## config.mk

```make
export PLATFORM = sky130hd
export DESIGN_NAME = fiber_autoneg_next_page
export DESIGN_NICKNAME = d
export VERILOG_FILES = /design/src/fiber_np_pkg.sv /design/src/fiber_autoneg_next_page.sv
export SDC_FILE = /design/constraint.sdc
export NUM_CORES = 1
export LEC_CHECK = 0
export ABC_AREA = 1
export BUFFER_PORTS_ARGS = -buffer_cell sky130_fd_sc_hd__buf_2
export CAP_MARGIN = 30
export CORE_MARGIN = 8
export CORE_UTILIZATION = 34
export DETAILED_ROUTE_END_ITERATION = 6
export PLACE_DENSITY = 0.57
export SETUP_SLACK_MARGIN = 0.1
export SYNTH_ARGS = -nofsm -noshare
export SYNTH_HDL_FRONTEND = slang
export SYNTH_SLANG_ARGS = --single-unit
```

## constraint.sdc

```tcl
create_clock -name aclk -period 1.86 [get_ports aclk]
set_clock_uncertainty 0.15 [all_clocks]
set_input_delay 0.279 -clock aclk [delete_from_list [all_inputs] [get_ports aclk]]
set_output_delay 0.279 -clock aclk [all_outputs]
set_load 0.01 [all_outputs]
```

## src/fiber_np_pkg.sv

```systemverilog
// Purpose: Shared constants and carriers for the fiber next-page register bank
// Assumes: 32-bit AXI4-Lite, registers in the low 16 bits of each word
// Notes: Printed offsets are not multiples of four, so byte address = index * 4
package fiber_np_pkg;
    localparam logic [3:0] IDX_EXPANSION = 4'h6;
    localparam logic [3:0] IDX_NP_TX = 4'h7;
    localparam logic [3:0] IDX_PARTNER_NP = 4'h8;
    localparam logic [3:0] IDX_MODE_CTRL = 4'h9;
    localparam logic [3:0] IDX_IRQ_STATUS = 4'hA;
    localparam logic [3:0] IDX_IRQ_MASK = 4'hB;

    localparam logic [1:0] MODE_100FX = 2'h0;
    localparam logic [1:0] MODE_1000X = 2'h1;
    localparam logic [1:0] MODE_SER_SYS = 2'h2;
    localparam logic [1:0] MODE_SER_MEDIA = 2'h3;
    localparam logic [1:0] MODE_RESET = 2'h1;

    localparam int EXP_PARTNER_NP = 3;
    localparam int EXP_LOCAL_NP = 2;
    localparam int EXP_PAGE_RX = 1;
    localparam int EXP_PARTNER_AN = 0;

    localparam int CW_NEXT_PAGE = 15;
    localparam int CW_ACK = 14;
    localparam int CW_MSG_PAGE = 13;
    localparam int CW_ACK2 = 12;
    localparam int CW_TOGGLE = 11;

    localparam logic NP_MSG_PAGE_RESET = 1'h1;
    localparam logic [10:0] NP_FIELD_RESET = 11'h001;
    localparam logic [15:0] PARTNER_NP_RESET = 16'h0000;
    localparam int CFG_MATCH_COUNT = 3;

    localparam int IRQ_PAGE_RX = 0;
    localparam int IRQ_PARTNER_NP = 1;
    localparam int IRQ_LINK_DOWN = 2;
    localparam int IRQ_BITS = 3;

    localparam logic [1:0] RESP_OKAY = 2'h0;
    localparam logic [1:0] RESP_SLVERR = 2'h2;

    typedef struct packed {
        logic next_page;
        logic msg_page;
        logic second_ack_flag;
        logic toggle;
        logic [10:0] field;
    } np_tx_s;

    typedef struct packed {
        logic valid;
        logic is_next_page;
        logic [15:0] word;
    } rx_page_s;
endpackage : fiber_np_pkg

```

## src/fiber_autoneg_next_page.sv

```systemverilog
// Purpose: Fiber auto-negotiation expansion and next-page register bank
// Assumes: Page events come from the negotiation engine on aclk
// Notes: AXI4-Lite slave; one write and one read in flight at a time
`timescale 1ns/1ps
`default_nettype none
module fiber_autoneg_next_page
    import fiber_np_pkg::*;
(
    input wire logic aclk,
    input wire logic aresetn,
    input wire logic sw_reset,
    input wire logic [31:0] s_axi_awaddr,
    input wire logic s_axi_awvalid,
    output logic s_axi_awready,
    input wire logic [31:0] s_axi_wdata,
    input wire logic [3:0] s_axi_wstrb,
    input wire logic s_axi_wvalid,
    output logic s_axi_wready,
    output logic [1:0] s_axi_bresp,
    output logic s_axi_bvalid,
    input wire logic s_axi_bready,
    input wire logic [31:0] s_axi_araddr,
    input wire logic s_axi_arvalid,
    output logic s_axi_arready,
    output logic [31:0] s_axi_rdata,
    output logic [1:0] s_axi_rresp,
    output logic s_axi_rvalid,
    input wire logic s_axi_rready,
    input wire rx_page_s rx_page,
    input wire logic link_down,
    input wire logic rx_sync,
    input wire logic cfg_word_valid,
    input wire logic [15:0] cfg_word,
    input wire logic an_enable,
    output np_tx_s tx_next_page,
    output logic next_page_loaded,
    output logic np_tx_active,
    output logic [1:0] fiber_mode,
    output logic irq
);
    typedef struct packed {
        logic aw_held;
        logic [31:0] awaddr;
        logic w_held;
        logic [31:0] wdata;
        logic [3:0] wstrb;
        logic bvalid;
        logic [1:0] bresp;
        logic rvalid;
        logic [31:0] rdata;
        logic [1:0] rresp;
        logic [1:0] mode;
        np_tx_s np_tx;
        logic [15:0] partner_np;
        logic partner_np_able;
        logic page_rx;
        logic partner_an_able;
        logic [15:0] last_cfg;
        logic [1:0] cfg_matches;
        logic np_loaded;
        logic [IRQ_BITS-1:0] irq_status;
        logic [IRQ_BITS-1:0] irq_mask;
        logic irq;
    } state_s;

    state_s cur;
    state_s nxt;

    function automatic logic [3:0] reg_index(input logic [31:0] addr);
        reg_index = addr[5:2];
    endfunction : reg_index

    function automatic logic mapped(input logic [31:0] addr);
        mapped = (addr[31:6] == 26'h0) && (addr[1:0] == 2'h0)
            && (reg_index(addr) >= IDX_EXPANSION) && (reg_index(addr) <= IDX_IRQ_MASK);
    endfunction : mapped

    function automatic logic [15:0] expansion_word(input state_s s);
        expansion_word = 16'h0000;
        expansion_word[EXP_PARTNER_NP] = (s.mode == MODE_1000X) && s.partner_np_able;
        expansion_word[EXP_LOCAL_NP] = 1'b1;
        expansion_word[EXP_PAGE_RX] = s.page_rx;
        expansion_word[EXP_PARTNER_AN] = s.partner_an_able;
    endfunction : expansion_word

    function automatic logic [15:0] np_tx_word(input np_tx_s t);
        np_tx_word = 16'h0000;
        np_tx_word[CW_NEXT_PAGE] = t.next_page;
        np_tx_word[CW_MSG_PAGE] = t.msg_page;
        np_tx_word[CW_ACK2] = t.second_ack_flag;
        np_tx_word[CW_TOGGLE] = t.toggle;
        np_tx_word[10:0] = t.field;
    endfunction : np_tx_word

    function automatic state_s reset_state();
        reset_state = '0;
        reset_state.mode = MODE_RESET;
        reset_state.np_tx.msg_page = NP_MSG_PAGE_RESET;
        reset_state.np_tx.field = NP_FIELD_RESET;
        reset_state.partner_np = PARTNER_NP_RESET;
    endfunction : reset_state

    logic do_write;
    logic do_read;
    logic [15:0] wr_lo;
    logic [15:0] rd_word;
    logic is_1000x;
    logic page_event;
    logic [IRQ_BITS-1:0] irq_events;

    always_comb begin
        nxt = cur;
        is_1000x = (cur.mode == MODE_1000X);
        page_event = rx_page.valid;
        irq_events = '0;
        nxt.np_loaded = 1'b0;

        // Address and data may arrive in either order; both are held until the write fires
        if (s_axi_awvalid && !cur.aw_held) begin
            nxt.aw_held = 1'b1;
            nxt.awaddr = s_axi_awaddr;
        end
        if (s_axi_wvalid && !cur.w_held) begin
            nxt.w_held = 1'b1;
            nxt.wdata = s_axi_wdata;
            nxt.wstrb = s_axi_wstrb;
        end
        do_write = cur.aw_held && cur.w_held && !cur.bvalid;
        wr_lo = cur.wdata[15:0];
        if (s_axi_bready && cur.bvalid) begin
            nxt.bvalid = 1'b0;
        end

        // Event logic first, so a register write in the same cycle takes the last word
        if (page_event) begin
            nxt.page_rx = 1'b1;
            nxt.np_tx.toggle = ~cur.np_tx.toggle;
            irq_events[IRQ_PAGE_RX] = 1'b1;
            if (!rx_page.is_next_page && is_1000x && rx_page.word[CW_NEXT_PAGE]) begin
                nxt.partner_np_able = 1'b1;
                irq_events[IRQ_PARTNER_NP] = 1'b1;
            end
            if (rx_page.is_next_page && is_1000x) begin
                nxt.partner_np = rx_page.word;
            end
        end

        // Three identical non-zero config words in a row make the partner negotiation-able
        if (!rx_sync || !an_enable) begin
            nxt.cfg_matches = 2'h0;
            nxt.partner_an_able = 1'b0;
        end else if (cfg_word_valid) begin
            nxt.last_cfg = cfg_word;
            if (cfg_word == 16'h0000) begin
                nxt.cfg_matches = 2'h0;
            end else if (cfg_word != cur.last_cfg || cur.cfg_matches == 2'h0) begin
                nxt.cfg_matches = 2'h1;
            end else if (cur.cfg_matches != 2'(CFG_MATCH_COUNT)) begin
                nxt.cfg_matches = cur.cfg_matches + 2'h1;
                if (cur.cfg_matches + 2'h1 == 2'(CFG_MATCH_COUNT)) begin
                    nxt.partner_an_able = 1'b1;
                end
            end
        end

        if (link_down) begin
            nxt.partner_np_able = 1'b0;
            nxt.partner_np = PARTNER_NP_RESET;
            nxt.partner_an_able = 1'b0;
            nxt.cfg_matches = 2'h0;
            irq_events[IRQ_LINK_DOWN] = 1'b1;
        end

        if (do_write) begin
            nxt.aw_held = 1'b0;
            nxt.w_held = 1'b0;
            nxt.bvalid = 1'b1;
            nxt.bresp = mapped(cur.awaddr) ? RESP_OKAY : RESP_SLVERR;
            if (mapped(cur.awaddr)) begin
                case (reg_index(cur.awaddr))
                    IDX_NP_TX: begin
                        // Low byte lane carries field 7:0, next lane the next-page, message and ack2 flags and field 10:8
                        if (cur.wstrb[0]) begin
                            nxt.np_tx.field[7:0] = wr_lo[7:0];
                        end
                        if (cur.wstrb[1]) begin
                            nxt.np_tx.next_page = wr_lo[CW_NEXT_PAGE];
                            nxt.np_tx.msg_page = wr_lo[CW_MSG_PAGE];
                            nxt.np_tx.second_ack_flag = wr_lo[CW_ACK2];
                            nxt.np_tx.field[10:8] = wr_lo[10:8];
                        end
                        nxt.np_loaded = is_1000x;
                    end
                    IDX_MODE_CTRL: begin
                        if (cur.wstrb[0]) begin
                            nxt.mode = wr_lo[1:0];
                        end
                    end
                    IDX_IRQ_STATUS: begin
                        if (cur.wstrb[0]) begin
                            nxt.irq_status = cur.irq_status & ~wr_lo[IRQ_BITS-1:0];
                        end
                    end
                    IDX_IRQ_MASK: begin
                        if (cur.wstrb[0]) begin
                            nxt.irq_mask = wr_lo[IRQ_BITS-1:0];
                        end
                    end
                    default: begin
                    end
                endcase
            end
        end
        // Set wins over the write-one clear
        nxt.irq_status = nxt.irq_status | irq_events;

        // Read channel: address taken only when no data is pending
        do_read = s_axi_arvalid && !cur.rvalid;
        rd_word = 16'h0000;
        if (s_axi_rready && cur.rvalid) begin
            nxt.rvalid = 1'b0;
        end
        if (do_read) begin
            case (reg_index(s_axi_araddr))
                IDX_EXPANSION: begin
                    rd_word = expansion_word(cur);
                    // Read clears the latch, but a page in this cycle still wins
                    nxt.page_rx = page_event;
                end
                IDX_NP_TX: rd_word = np_tx_word(cur.np_tx);
                IDX_PARTNER_NP: rd_word = is_1000x ? cur.partner_np : 16'h0000;
                IDX_MODE_CTRL: rd_word = {14'h0000, cur.mode};
                IDX_IRQ_STATUS: rd_word = {13'h0000, cur.irq_status};
                IDX_IRQ_MASK: rd_word = {13'h0000, cur.irq_mask};
                default: rd_word = 16'h0000;
            endcase
            nxt.rvalid = 1'b1;
            nxt.rdata = {16'h0000, rd_word};
            nxt.rresp = mapped(s_axi_araddr) ? RESP_OKAY : RESP_SLVERR;
            if (!mapped(s_axi_araddr)) begin
                nxt.rdata = 32'h00000000;
                nxt.page_rx = cur.page_rx | page_event;
            end
        end

        nxt.irq = |(nxt.irq_status & nxt.irq_mask);

        if (sw_reset) begin
            // Soft reset leaves the bus state and the interrupt registers alone
            nxt.np_tx = reset_state().np_tx;
            nxt.partner_np = PARTNER_NP_RESET;
            nxt.partner_np_able = 1'b0;
            nxt.page_rx = 1'b0;
            nxt.partner_an_able = 1'b0;
            nxt.cfg_matches = 2'h0;
            nxt.np_loaded = 1'b0;
        end
    end

    always_ff @(posedge aclk) begin
        if (!aresetn) begin
            cur <= reset_state();
        end else begin
            cur <= nxt;
        end
    end

    // Ready terms are taken from flops so every output except np_tx_active, a decode of the mode flops, stays registered
    assign s_axi_awready = !cur.aw_held;
    assign s_axi_wready = !cur.w_held;
    assign s_axi_bvalid = cur.bvalid;
    assign s_axi_bresp = cur.bresp;
    assign s_axi_arready = !cur.rvalid;
    assign s_axi_rvalid = cur.rvalid;
    assign s_axi_rdata = cur.rdata;
    assign s_axi_rresp = cur.rresp;
    assign tx_next_page = cur.np_tx;
    assign next_page_loaded = cur.np_loaded;
    assign np_tx_active = (cur.mode == MODE_1000X);
    assign fiber_mode = cur.mode;
    assign irq = cur.irq;
endmodule : fiber_autoneg_next_page
`default_nettype wire

```

==> results of run 1 <==
-- cell type report --
class / instances / area share
antenna: 1 / 0.0002962
clock buffer: 19 / 0.05361
clock inverter: 13 / 0.01866
inverter: 96 / 0.04487
multi-input combinational: 565 / 0.3441
sequential: 132 / 0.3135
tap: 229 / 0.03391
timing repair buffer: 247 / 0.1901
timing repair inverter: 1 / 0.0008885
-- layer usage --
layer  vias to the layer above  wire length [um]  GRT usage
li1                       3139                 -          -
met3                        16              1488    0.04541
met4                         0               244    0.04899
met2                       157              8366     0.2513
met1                      2629              8452     0.1998
met5                         -                 0          0
-- Yosys cell counts (all sizes together) (2+ instances only) --
cell type / instances / area [sq um]
a21oi: 84 / 439.2
buf: 57 / 422.9
clkbuf: 25 / 93.84
clkinv: 2 / 20.02
dfxtp: 132 / 2643
ha: 3 / 37.54
inv: 94 / 355.3
nand2: 120 / 462.9
nand3: 29 / 162.7
nand4: 14 / 102.6
nor2: 150 / 635.6
nor3: 3 / 31.28
nor4: 11 / 68.82
o211ai: 2 / 15.01
o21a: 2 / 15.01
o21ai: 103 / 534.3
o31ai: 8 / 60.06
o32ai: 4 / 35.03
xnor2: 4 / 35.03
-- power by group --
group,internal (mW),switching [mW]
logic,0.365,0.484
registers,2.96,0.0667
clock network,2.17,1.27
total,5.49,1.82
-- through the flow --
step / util / setup slack, ns / area, sq um / instances
2_1_floorplan: - / 0.3112 / 6299 / 873
3_3_place_gp: 0.3951 / 0.09418 / 7097 / 1208
6_report: 0.4704 / 0.1387 / 8449 / 1303
3_5_place_dp: 0.3951 / 0.05716 / 7097 / 1208
4_1_cts: 0.4591 / 0.1204 / 8248 / 1294
5_1_grt: 0.4704 / 0.03471 / 8449 / 1303
-- registers in the layout (all words and copies together), names as in the netlist --
signal            cells
s_axi_rvalid          1
cur                  93
s_axi_bvalid          1
fiber_mode            2
irq                   1
next_page_loaded      1
s_axi_rdata          16
s_axi_rresp           1
tx_next_page         15
s_axi_bresp           1
-- repair_timing --
item                                   CTS  global route
buffers inserted                         0             5
endpoints found under the hold margin   54             0
gates resized for setup                  0            43
setup endpoints to repair                0            30
hold buffers                            54             0
-- worst register-to-register path, stage by stage (launching register included) --
cell     delay, ns
dfxtp_1       0.32
nor2_2        0.12
nand2_2       0.09
nor2_4        0.15
nand3_4       0.14
nor2_8        0.22
nand4_2       0.22
o21ai_1       0.17
a21oi_1       0.05
-- worst max path at each step --
stage	startpoint	to	slack [ns]
2_1_floorplan	cur[136]	tx_next_page[6]	0.31
3_3_place_gp	s_axi_araddr[5]	s_axi_rdata[9]	0.09
3_5_place_dp	s_axi_araddr[5]	s_axi_rdata[7]	0.06
4_1_cts	cur[140]	irq	0.12
5_1_grt	cur[168]	tx_next_page[6]	0.03
6_report	cur[168]	tx_next_page[10]	0.14
-- cell families (layout without fill, tap and decap cells) --
kind of cell    Yosys count  count (layout)  synth area share
simple gates            331             333            0.2390
flops                   132             132            0.4238
xor+xnor                  4               4          0.005619
buf+inv                 178             376            0.1431
other cells               1              19         0.0006015
fa+ha+maj                 3               3          0.006021
compound gates          207             207            0.1818
==> metrics.yaml, run 1 <==
crit_family: "simple AND/OR/NAND/NOR gates"
min_period_ns: 1.721
multiInputGateArea_sq_um: 2908
hp-class: "in -> reg"
antenna_found_initial: 1
whs_ns: 0.007140
startpoint_type: "register"
setup_violations: 0
end_kind: "register"
syn-cell-area_sq_um: 6235
cellPowerDensity_nw_per_um2: 865.7
synthFlopType: "dfxtp_1"
ff2ff_path_depth: 8
clk_latency_ns: 0.41
p_leak_nw: 3.723
cts_buffers: 17
synthDistinctLibCells: 45
die_y_um: 151.4
cts_tree: "built"
cp_cell_sequence: "nor2_2 > nand2_2 > nor2_4 > nand3_4 > nor2_8 > nand4_2 > o21ai_1 > a21oi_1"
grt_pass1_wl_um: 28380
fin_tns_setup_ns: 0
ir_drop_mv: 0.5747
critical-path-max-stage-delay_ns: 0.32
maxCapViolations: 0
r2r_slack_ns: 0.14
row_count: 49
die_w_um: 151.4
io_pins: 207
finalPower_mw: 7.315
hold_viol: 0
drive_above_1_share: 0.2805
worstPathArrival_ns: 1.88
drtIter0Drc: 320
max_freq_mhz: 581.0
crit_slowest_cell: "dfxtp_1"
postRouteWirelength_um: 18550
synth_edf_count: 0
synth-seq-area-share: 0.4238
path_max_fanout: 5
post-route-period-util: 0.9254
grt.total_usage: 0.1571
ys.warnings.count: 0
worst-path-buf-inv: 0
worstHoldEndpoint: "cur[31]"
htreeDepth: 4
layout_common_cells: "buf_2 (168), nor2_1 (127), dfxtp_1 (127), nand2_1 (107), o21ai_0 (89)"
clock_path_buffers: 2
core_sq_um: 17960
syn_area_per_cell_sq_um: 7.284
r2r_end: "tx_next_page[10]"
timing.rr.start: "cur[168]"
via_per_inst: 4.559
synth_cells: 856
wl_per_cell_um: 14.24
dieArea_sq_um: 22930
start_util: 0.3471
drtAntennaViolNets: 0
gp_congestion: 0.8125
overflow: 0
synth_seq_cells: 132
fillers: 1861
holdPathStages: 3
vias: 5941
root_buffer: "clkbuf_16"
critical_path_depth: 8
drv_slew: 0
grt_max_degree: 73
register_area_sq_um: 2649
area_growth_pct: 35.52
drcViolationCount: 0
hp-start: "rx_page[2]"
grt_pass1_vias: 5719
critPathKind: "reg -> reg"
layout_commonest_cell: "buf_2"
dpl.hpwl_um: 13490
path_clk_slew_ns: 0.06
rsz0062_at_grt: "yes"
outcome: "finished, final reports clean"
critPathRequiredTime_ns: 2.02
cts_sinks: 132
synth-async-reset-ratio: 0
dr.pass1.iters: 4
layout.nets: 1209
portBuffers: 168
(Power assumes the default switching activity.)
==> inputs of run 2 (changes only) <==
Settings changed: CELL_PAD_IN_SITES_DETAIL_PLACEMENT set to 0, CELL_PAD_IN_SITES_GLOBAL_PLACEMENT set to 1, CORE_UTILIZATION 34 to 35, PLACE_DENSITY 0.57 to 0.78.
==> run 2 against run 1 <==
Effect of this change: critical path depth shrank 1; global-route usage shrank 0.21 points; sequential share of layout area is essentially flat; non-clock buffer count shrank 3; sequential power is essentially flat; routed wire length shrank 3.1%; register-to-register slack gained 0.05 ns; die area shrank 2.6%; total power grew 6.6%; via count shrank 0.76%; final area is essentially flat; highest routed layer is now met5.
==> metrics.yaml, run 2 (same netlist as run 1, synthesis figures left out) <==
r2r_end: "tx_next_page[10]"  # unchanged
drive_above_1_share: 0.2694  # was 0.2805
critPathKind: "in -> reg"  # was reg -> reg
die_y_um: 149.5  # was 151.4 um
path_max_fanout: 12  # was 5
postRouteWirelength_um: 17980  # was 18,550 um
crit_path_end: "cur[105]"  # was tx_next_page[10]
setup_violations: 0  # unchanged
die_w_um: 149.5  # was 151.4 um
layout_common_cells: "buf_2 (168), nor2_1 (133), dfxtp_1 (126), nand2_1 (113), o21ai_0 (88)"  # was buf_2 (168), nor2_1 (127), dfxtp_1 (127), nand2_1 (107), o21ai_0 (89)
grt_pass1_vias: 5559  # was 5,719
drtAntennaViolNets: 0  # unchanged
layout.nets: 1206  # was 1,209
root_buffer: "clkbuf_16"  # unchanged
via_per_inst: 4.542  # was 4.559
drtIter0Drc: 254  # was 320
vias: 5896  # was 5,941
layout_commonest_cell: "buf_2"  # unchanged
outcome: "finished, final reports clean"  # unchanged
maxCapViolations: 0  # unchanged
htreeDepth: 4  # unchanged
critPathRequiredTime_ns: 2.01  # was 2.02 ns
gp_congestion: 0.8485  # was 0.8125
path_clk_slew_ns: 0.06  # about the same
dieArea_sq_um: 22340  # was 22,930 sq um
clock_path_buffers: 2  # unchanged
worstPathArrival_ns: 1.84  # was 1.88 ns
rsz0062_at_grt: "yes"  # unchanged
grt_max_degree: 73  # unchanged
core_sq_um: 17720  # was 17,960 sq um
drcViolationCount: 0  # unchanged
grt_pass1_wl_um: 27690  # was 28,380 um
cts_sinks: 132  # unchanged
cellPowerDensity_nw_per_um2: 922.4  # was 865.7 nW/um^2
hp-class: "in -> reg"  # unchanged
p_leak_nw: 3.755  # was 3.723 nW
regMostFlops: "cur"  # unchanged
start_util: 0.3519  # was 0.3471
wl_per_cell_um: 13.85  # was 14.24 um
io_pins: 207  # unchanged
hold_viol: 0  # unchanged
dr.pass1.iters: 4  # unchanged
whs_ns: 0.009144  # was 0.007140 ns
area_growth_pct: 35.58  # was 35.52%
finalPower_mw: 7.797  # was 7.315 mW
dpl.hpwl_um: 13280  # was 13,490 um
grt.total_usage: 0.1550  # was 0.1571
fin_tns_setup_ns: 0  # unchanged
ff2ff_path_depth: 8  # unchanged
overflow: 0  # unchanged
final_cells: 1298  # was 1,303
antenna_found_initial: 1  # unchanged
clk_latency_ns: 0.42  # was 0.41 ns
diodes: 0  # was 1
r2r_slack_ns: 0.19  # was 0.14 ns
cts_tree: "built"  # unchanged
largest_register_ffs: 93  # unchanged
min_period_ns: 1.685  # was 1.721 ns
timing.rr.start: "cur[161]"  # was cur[168]
portBuffers: 168  # unchanged
cts_buffers: 17  # unchanged
row_count: 49  # unchanged
max_freq_mhz: 593.6  # was 581.0 MHz
worstSetupStartpoint: "s_axi_wvalid"  # was cur[168]
end_kind: "register"  # unchanged
startpoint_type: "input pin"  # was register
post-route-period-util: 0.9057  # was 0.9254
ir_drop_mv: 0.6655  # was 0.5747 mV
dp.cells: 1208  # unchanged
drv_slew: 0  # unchanged
-- run 2: cell types whose count changed in the layout (fill, tap and decap cells not counted), sizes merged --
cell	delta
buf	+1
bufinv	+4
clkbuf	-1
clkinv	-2
clkinvlp	-3
diode	-1
dlygate4sd3	-4
inv	+1
-- run 2: worst max-delay path, cell delays in order --
cell and delay, ns:
dlygate4sd3_1 0.52, buf_2 0.10, inv_1 0.05, nor2_2 0.26
clkinvlp_4 0.31, o21ai_0 0.25, a21oi_1 0.06
-- run 2: layout make-up --
class | instances | area (sq um)
fill | 1843 | 9265
clock buffer | 18 | 439.2
multi-input combinational | 565 | 2863
inverter | 96 | 379.1
timing repair inverter | 1 | 7.507
clock inverter | 13 | 254.0
sequential | 132 | 2650
timing repair buffer | 244 | 1574
tap | 229 | 286.5
-- run 2: layer usage --
metal | vias up | GRT usage | wire length, um
met2 | 141 | 0.2475 | 8182
li1 | 3142 | - | -
met3 | 19 | 0.04868 | 1306
met1 | 2592 | 0.1932 | 8274
met4 | 2 | 0.05401 | 201
met5 | - | 0 | 11
-- run 2: power by group --
group / total, mW / leakage (nW) / switching, mW / internal, mW
logic: 0.825 / 2.34 / 0.473 / 0.352
clock network: 3.95 / 0.336 / 1.27 / 2.68
registers: 3.02 / 1.08 / 0.0633 / 2.96
total: 7.80 / 3.76 / 1.81 / 5.99
-- run 2: timing repair --
| action | 4_1_cts | 5_1_grt |
|---|---|---|
| endpoints found under the setup margin | 1 | 28 |
| hold buffers | 50 | 0 |
| gates cloned | 0 | 3 |
| buffers inserted | 0 | 6 |
| endpoints found under the hold margin | 50 | 0 |
| resized for setup | 2 | 28 |
| pin swaps | 2 | 20 |
-- run 2: metrics by stage --
| step | utilization | worst slack [ns] | instance area (sq um) |
|---|---|---|---|
| floorplan | - | 0.3112 | 6299 |
| global placement | 0.4005 | 0.08278 | 7097 |
| detailed placement | 0.4005 | 0.07727 | 7097 |
| CTS | 0.4685 | 0.1037 | 8300 |
| global route | 0.4771 | 0.02424 | 8453 |
| finish | 0.4771 | 0.1754 | 8453 |
-- run 2: worst min-delay path by stage --
stage	startpoint	endpoint	slack, ns	cells past startpoint
after floorplan	s_axi_wdata[6]	cur[110]	0.26	2
final	rx_sync	cur[9]	0.009	3
after CTS	rx_sync	cur[9]	0.0003	3
after global placement	cur[38]	cur[38]	0.29	2
after global routing	rx_page[0]	cur[29]	0.003	3
after detailed placement	cur[43]	cur[43]	0.29	2
==> inputs of run 3 (changes only) <==
Settings changed: SETUP_SLACK_MARGIN 0.1 to 0.5.
==> run 3 against run 2 <==
Effect of this change: the flow now finishes with violations (hold timing); hold slack worse by 0.013 ns; final area rose by 11%; sequential share of layout area decreased by 2.6 points; maximum frequency decreased by 1.3%.
==> metrics.yaml, run 3 (same netlist as run 1, synthesis figures left out) <==
finalPower_mw: 7.441  # was 7.797 mW
whs_ns: -0.004313  # was 0.009144 ns
holdPathStages: 3  # unchanged
outcome: "finished, violations left"  # was finished, final reports clean
cellPowerDensity_nw_per_um2: 792.6  # was 922.4 nW/um^2
clock_path_buffers: 2  # unchanged
post-route-period-util: 0.9178  # was 0.9057
violations: "hold timing"
end_kind: "register"  # unchanged
largest_register_ffs: 93  # unchanged
min_period_ns: 1.707  # was 1.685 ns
cts_buffers: 17  # unchanged
core_sq_um: 17720  # unchanged
grt_max_degree: 49  # was 73
drtIter0Drc: 247  # was 254
grt.total_usage: 0.1655  # was 0.1550
timing.rr.start: "cur[156]"  # was cur[161]
critPathKind: "reg -> reg"  # was in -> reg
startpoint_type: "register"  # was input pin
portBuffers: 168  # unchanged
fin_tns_setup_ns: 0  # unchanged
row_count: 49  # unchanged
multiInputGateArea_sq_um: 3241  # was 2863 sq um
start_util: 0.3519  # unchanged
regMostFlops: "cur"  # unchanged
ff2ff_path_depth: 9  # was 8
cts_tree: "built"  # unchanged
p_leak_nw: 4.009  # was 3.755 nW
root_buffer: "clkbuf_16"  # unchanged
die_y_um: 149.5  # unchanged
grt_pass1_wl_um: 29540  # was 27,690 um
grt_pass1_vias: 5849  # was 5,559
drive_above_1_share: 0.3798  # was 0.2694
drv_slew: 0  # unchanged
rsz0062_at_grt: "yes"  # unchanged
dieArea_sq_um: 22340  # unchanged
fin_ws_ns: 0.1529  # was 0.1754 ns
overflow: 0  # unchanged
critPathRequiredTime_ns: 2.06  # was 2.01 ns
max_freq_mhz: 585.8  # was 593.6 MHz
layout_common_cells: "buf_2 (151), nor2_1 (120), nand2_1 (104), dfxtp_1 (101), inv_1 (76)"  # was buf_2 (168), nor2_1 (133), dfxtp_1 (126), nand2_1 (113), o21ai_0 (88)
gp_congestion: 0.8234  # was 0.8485
via_per_inst: 4.661  # was 4.542
path_max_fanout: 10  # was 12
postRouteWirelength_um: 19610  # was 17,980 um
worstPathArrival_ns: 1.90  # was 1.84 ns
r2r_end: "tx_next_page[1]"  # was tx_next_page[10]
ir_drop_mv: 0.6807  # was 0.6655 mV
worstHoldEndpoint: "cur[43]"  # was cur[9]
cts_sinks: 132  # unchanged
layout.nets: 1247  # was 1,206
drcViolationCount: 0  # unchanged
maxCapViolations: 0  # unchanged
dr.pass1.iters: 5  # was 4
hold_viol: 1  # was 0
htreeDepth: 4  # unchanged
die_w_um: 149.5  # unchanged
clk_latency_ns: 0.42  # about the same
vias: 6246  # was 5,896
post-place-ws_ns: 0.09800  # was 0.07727 ns
drtAntennaViolNets: 0  # unchanged
path_clk_slew_ns: 0.06  # about the same
wl_per_cell_um: 14.64  # was 13.85 um
fillers: 1695  # was 1,843
diodes: 0  # unchanged
setup_violations: 0  # unchanged
dpl.hpwl_um: 13300  # was 13,280 um
layout_commonest_cell: "buf_2"  # unchanged
hp-start: "rx_page[14]"  # was rx_sync
area_growth_pct: 50.57  # was 35.58%
io_pins: 207  # unchanged
register_area_sq_um: 2699  # was 2650 sq um
r2r_slack_ns: 0.15  # was 0.19 ns
antenna_found_initial: 0  # was 1
hp-class: "in -> reg"  # unchanged
## run 3: metrics by stage
stage | cell area, sq um | util | instances
floorplan | 6360 | - | 873
global placement | 7107 | 0.4011 | 1207
detailed placement | 7107 | 0.4011 | 1207
CTS | 8656 | 0.4885 | 1314
global route | 9388 | 0.5298 | 1340
finish | 9388 | 0.5298 | 1340
## run 3: area by class of cell
type	instances	area share
multi-input combinational	566	0.3452
sequential	132	0.2875
timing repair buffer	284	0.2295
clock buffer	18	0.04572
inverter	96	0.04172
tap	229	0.03052
clock inverter	14	0.01906
timing repair inverter	1	0.0007997
## run 3: per-layer routing
metal	share of wire	global-route usage	up-vias
li1	-	-	3212
met1	0.45	0.2147	2842
met2	0.48	0.2592	175
met3	0.065	0.05443	17
met4	0.0075	0.04190	0
met5	0	0	-
## run 3: repair_timing
action | CTS | global route
endpoints found under the hold margin | 55 | 2
pin swaps | 21 | 46
gates cloned | 3 | 5
setup buffers | 16 | 19
setup endpoints to repair | 84 | 107
gates resized for setup | 57 | 137
hold buffers | 56 | 2
## run 3: worst max-delay path by stage
| stage | slack [ns] | startpoint | end | cells after the start |
|---|---|---|---|---|
| after floorplan | 0.34 | cur[149] | tx_next_page[10] | 7 |
| after global placement | 0.11 | s_axi_araddr[23] | s_axi_rdata[0] | 6 |
| after detailed placement | 0.1 | cur[144] | tx_next_page[12] | 8 |
| after CTS | 0.13 | cur[165] | tx_next_page[1] | 9 |
| after global routing | 0.04 | cur[143] | tx_next_page[1] | 9 |
| final | 0.15 | cur[156] | tx_next_page[1] | 9 |
## run 3: worst max-delay path, cell delays in order, from the launching register on
cell      delay [ns]
dfxtp_1         0.31
nor2_1          0.12
nand2_1         0.08
nor2_2          0.14
nand2_4         0.12
nor2_8          0.20
nand3_4         0.18
clkinv_8        0.13
o21ai_2         0.06
a21oi_2         0.12
## run 3: where the power goes
part	total [mW]	switching (mW)	leakage, nW	internal [mW]
combinational	0.971	0.530	2.63	0.441
sequential	3.02	0.0707	1.09	2.95
clock	3.45	1.33	0.287	2.12
total	7.44	1.93	4.01	5.51
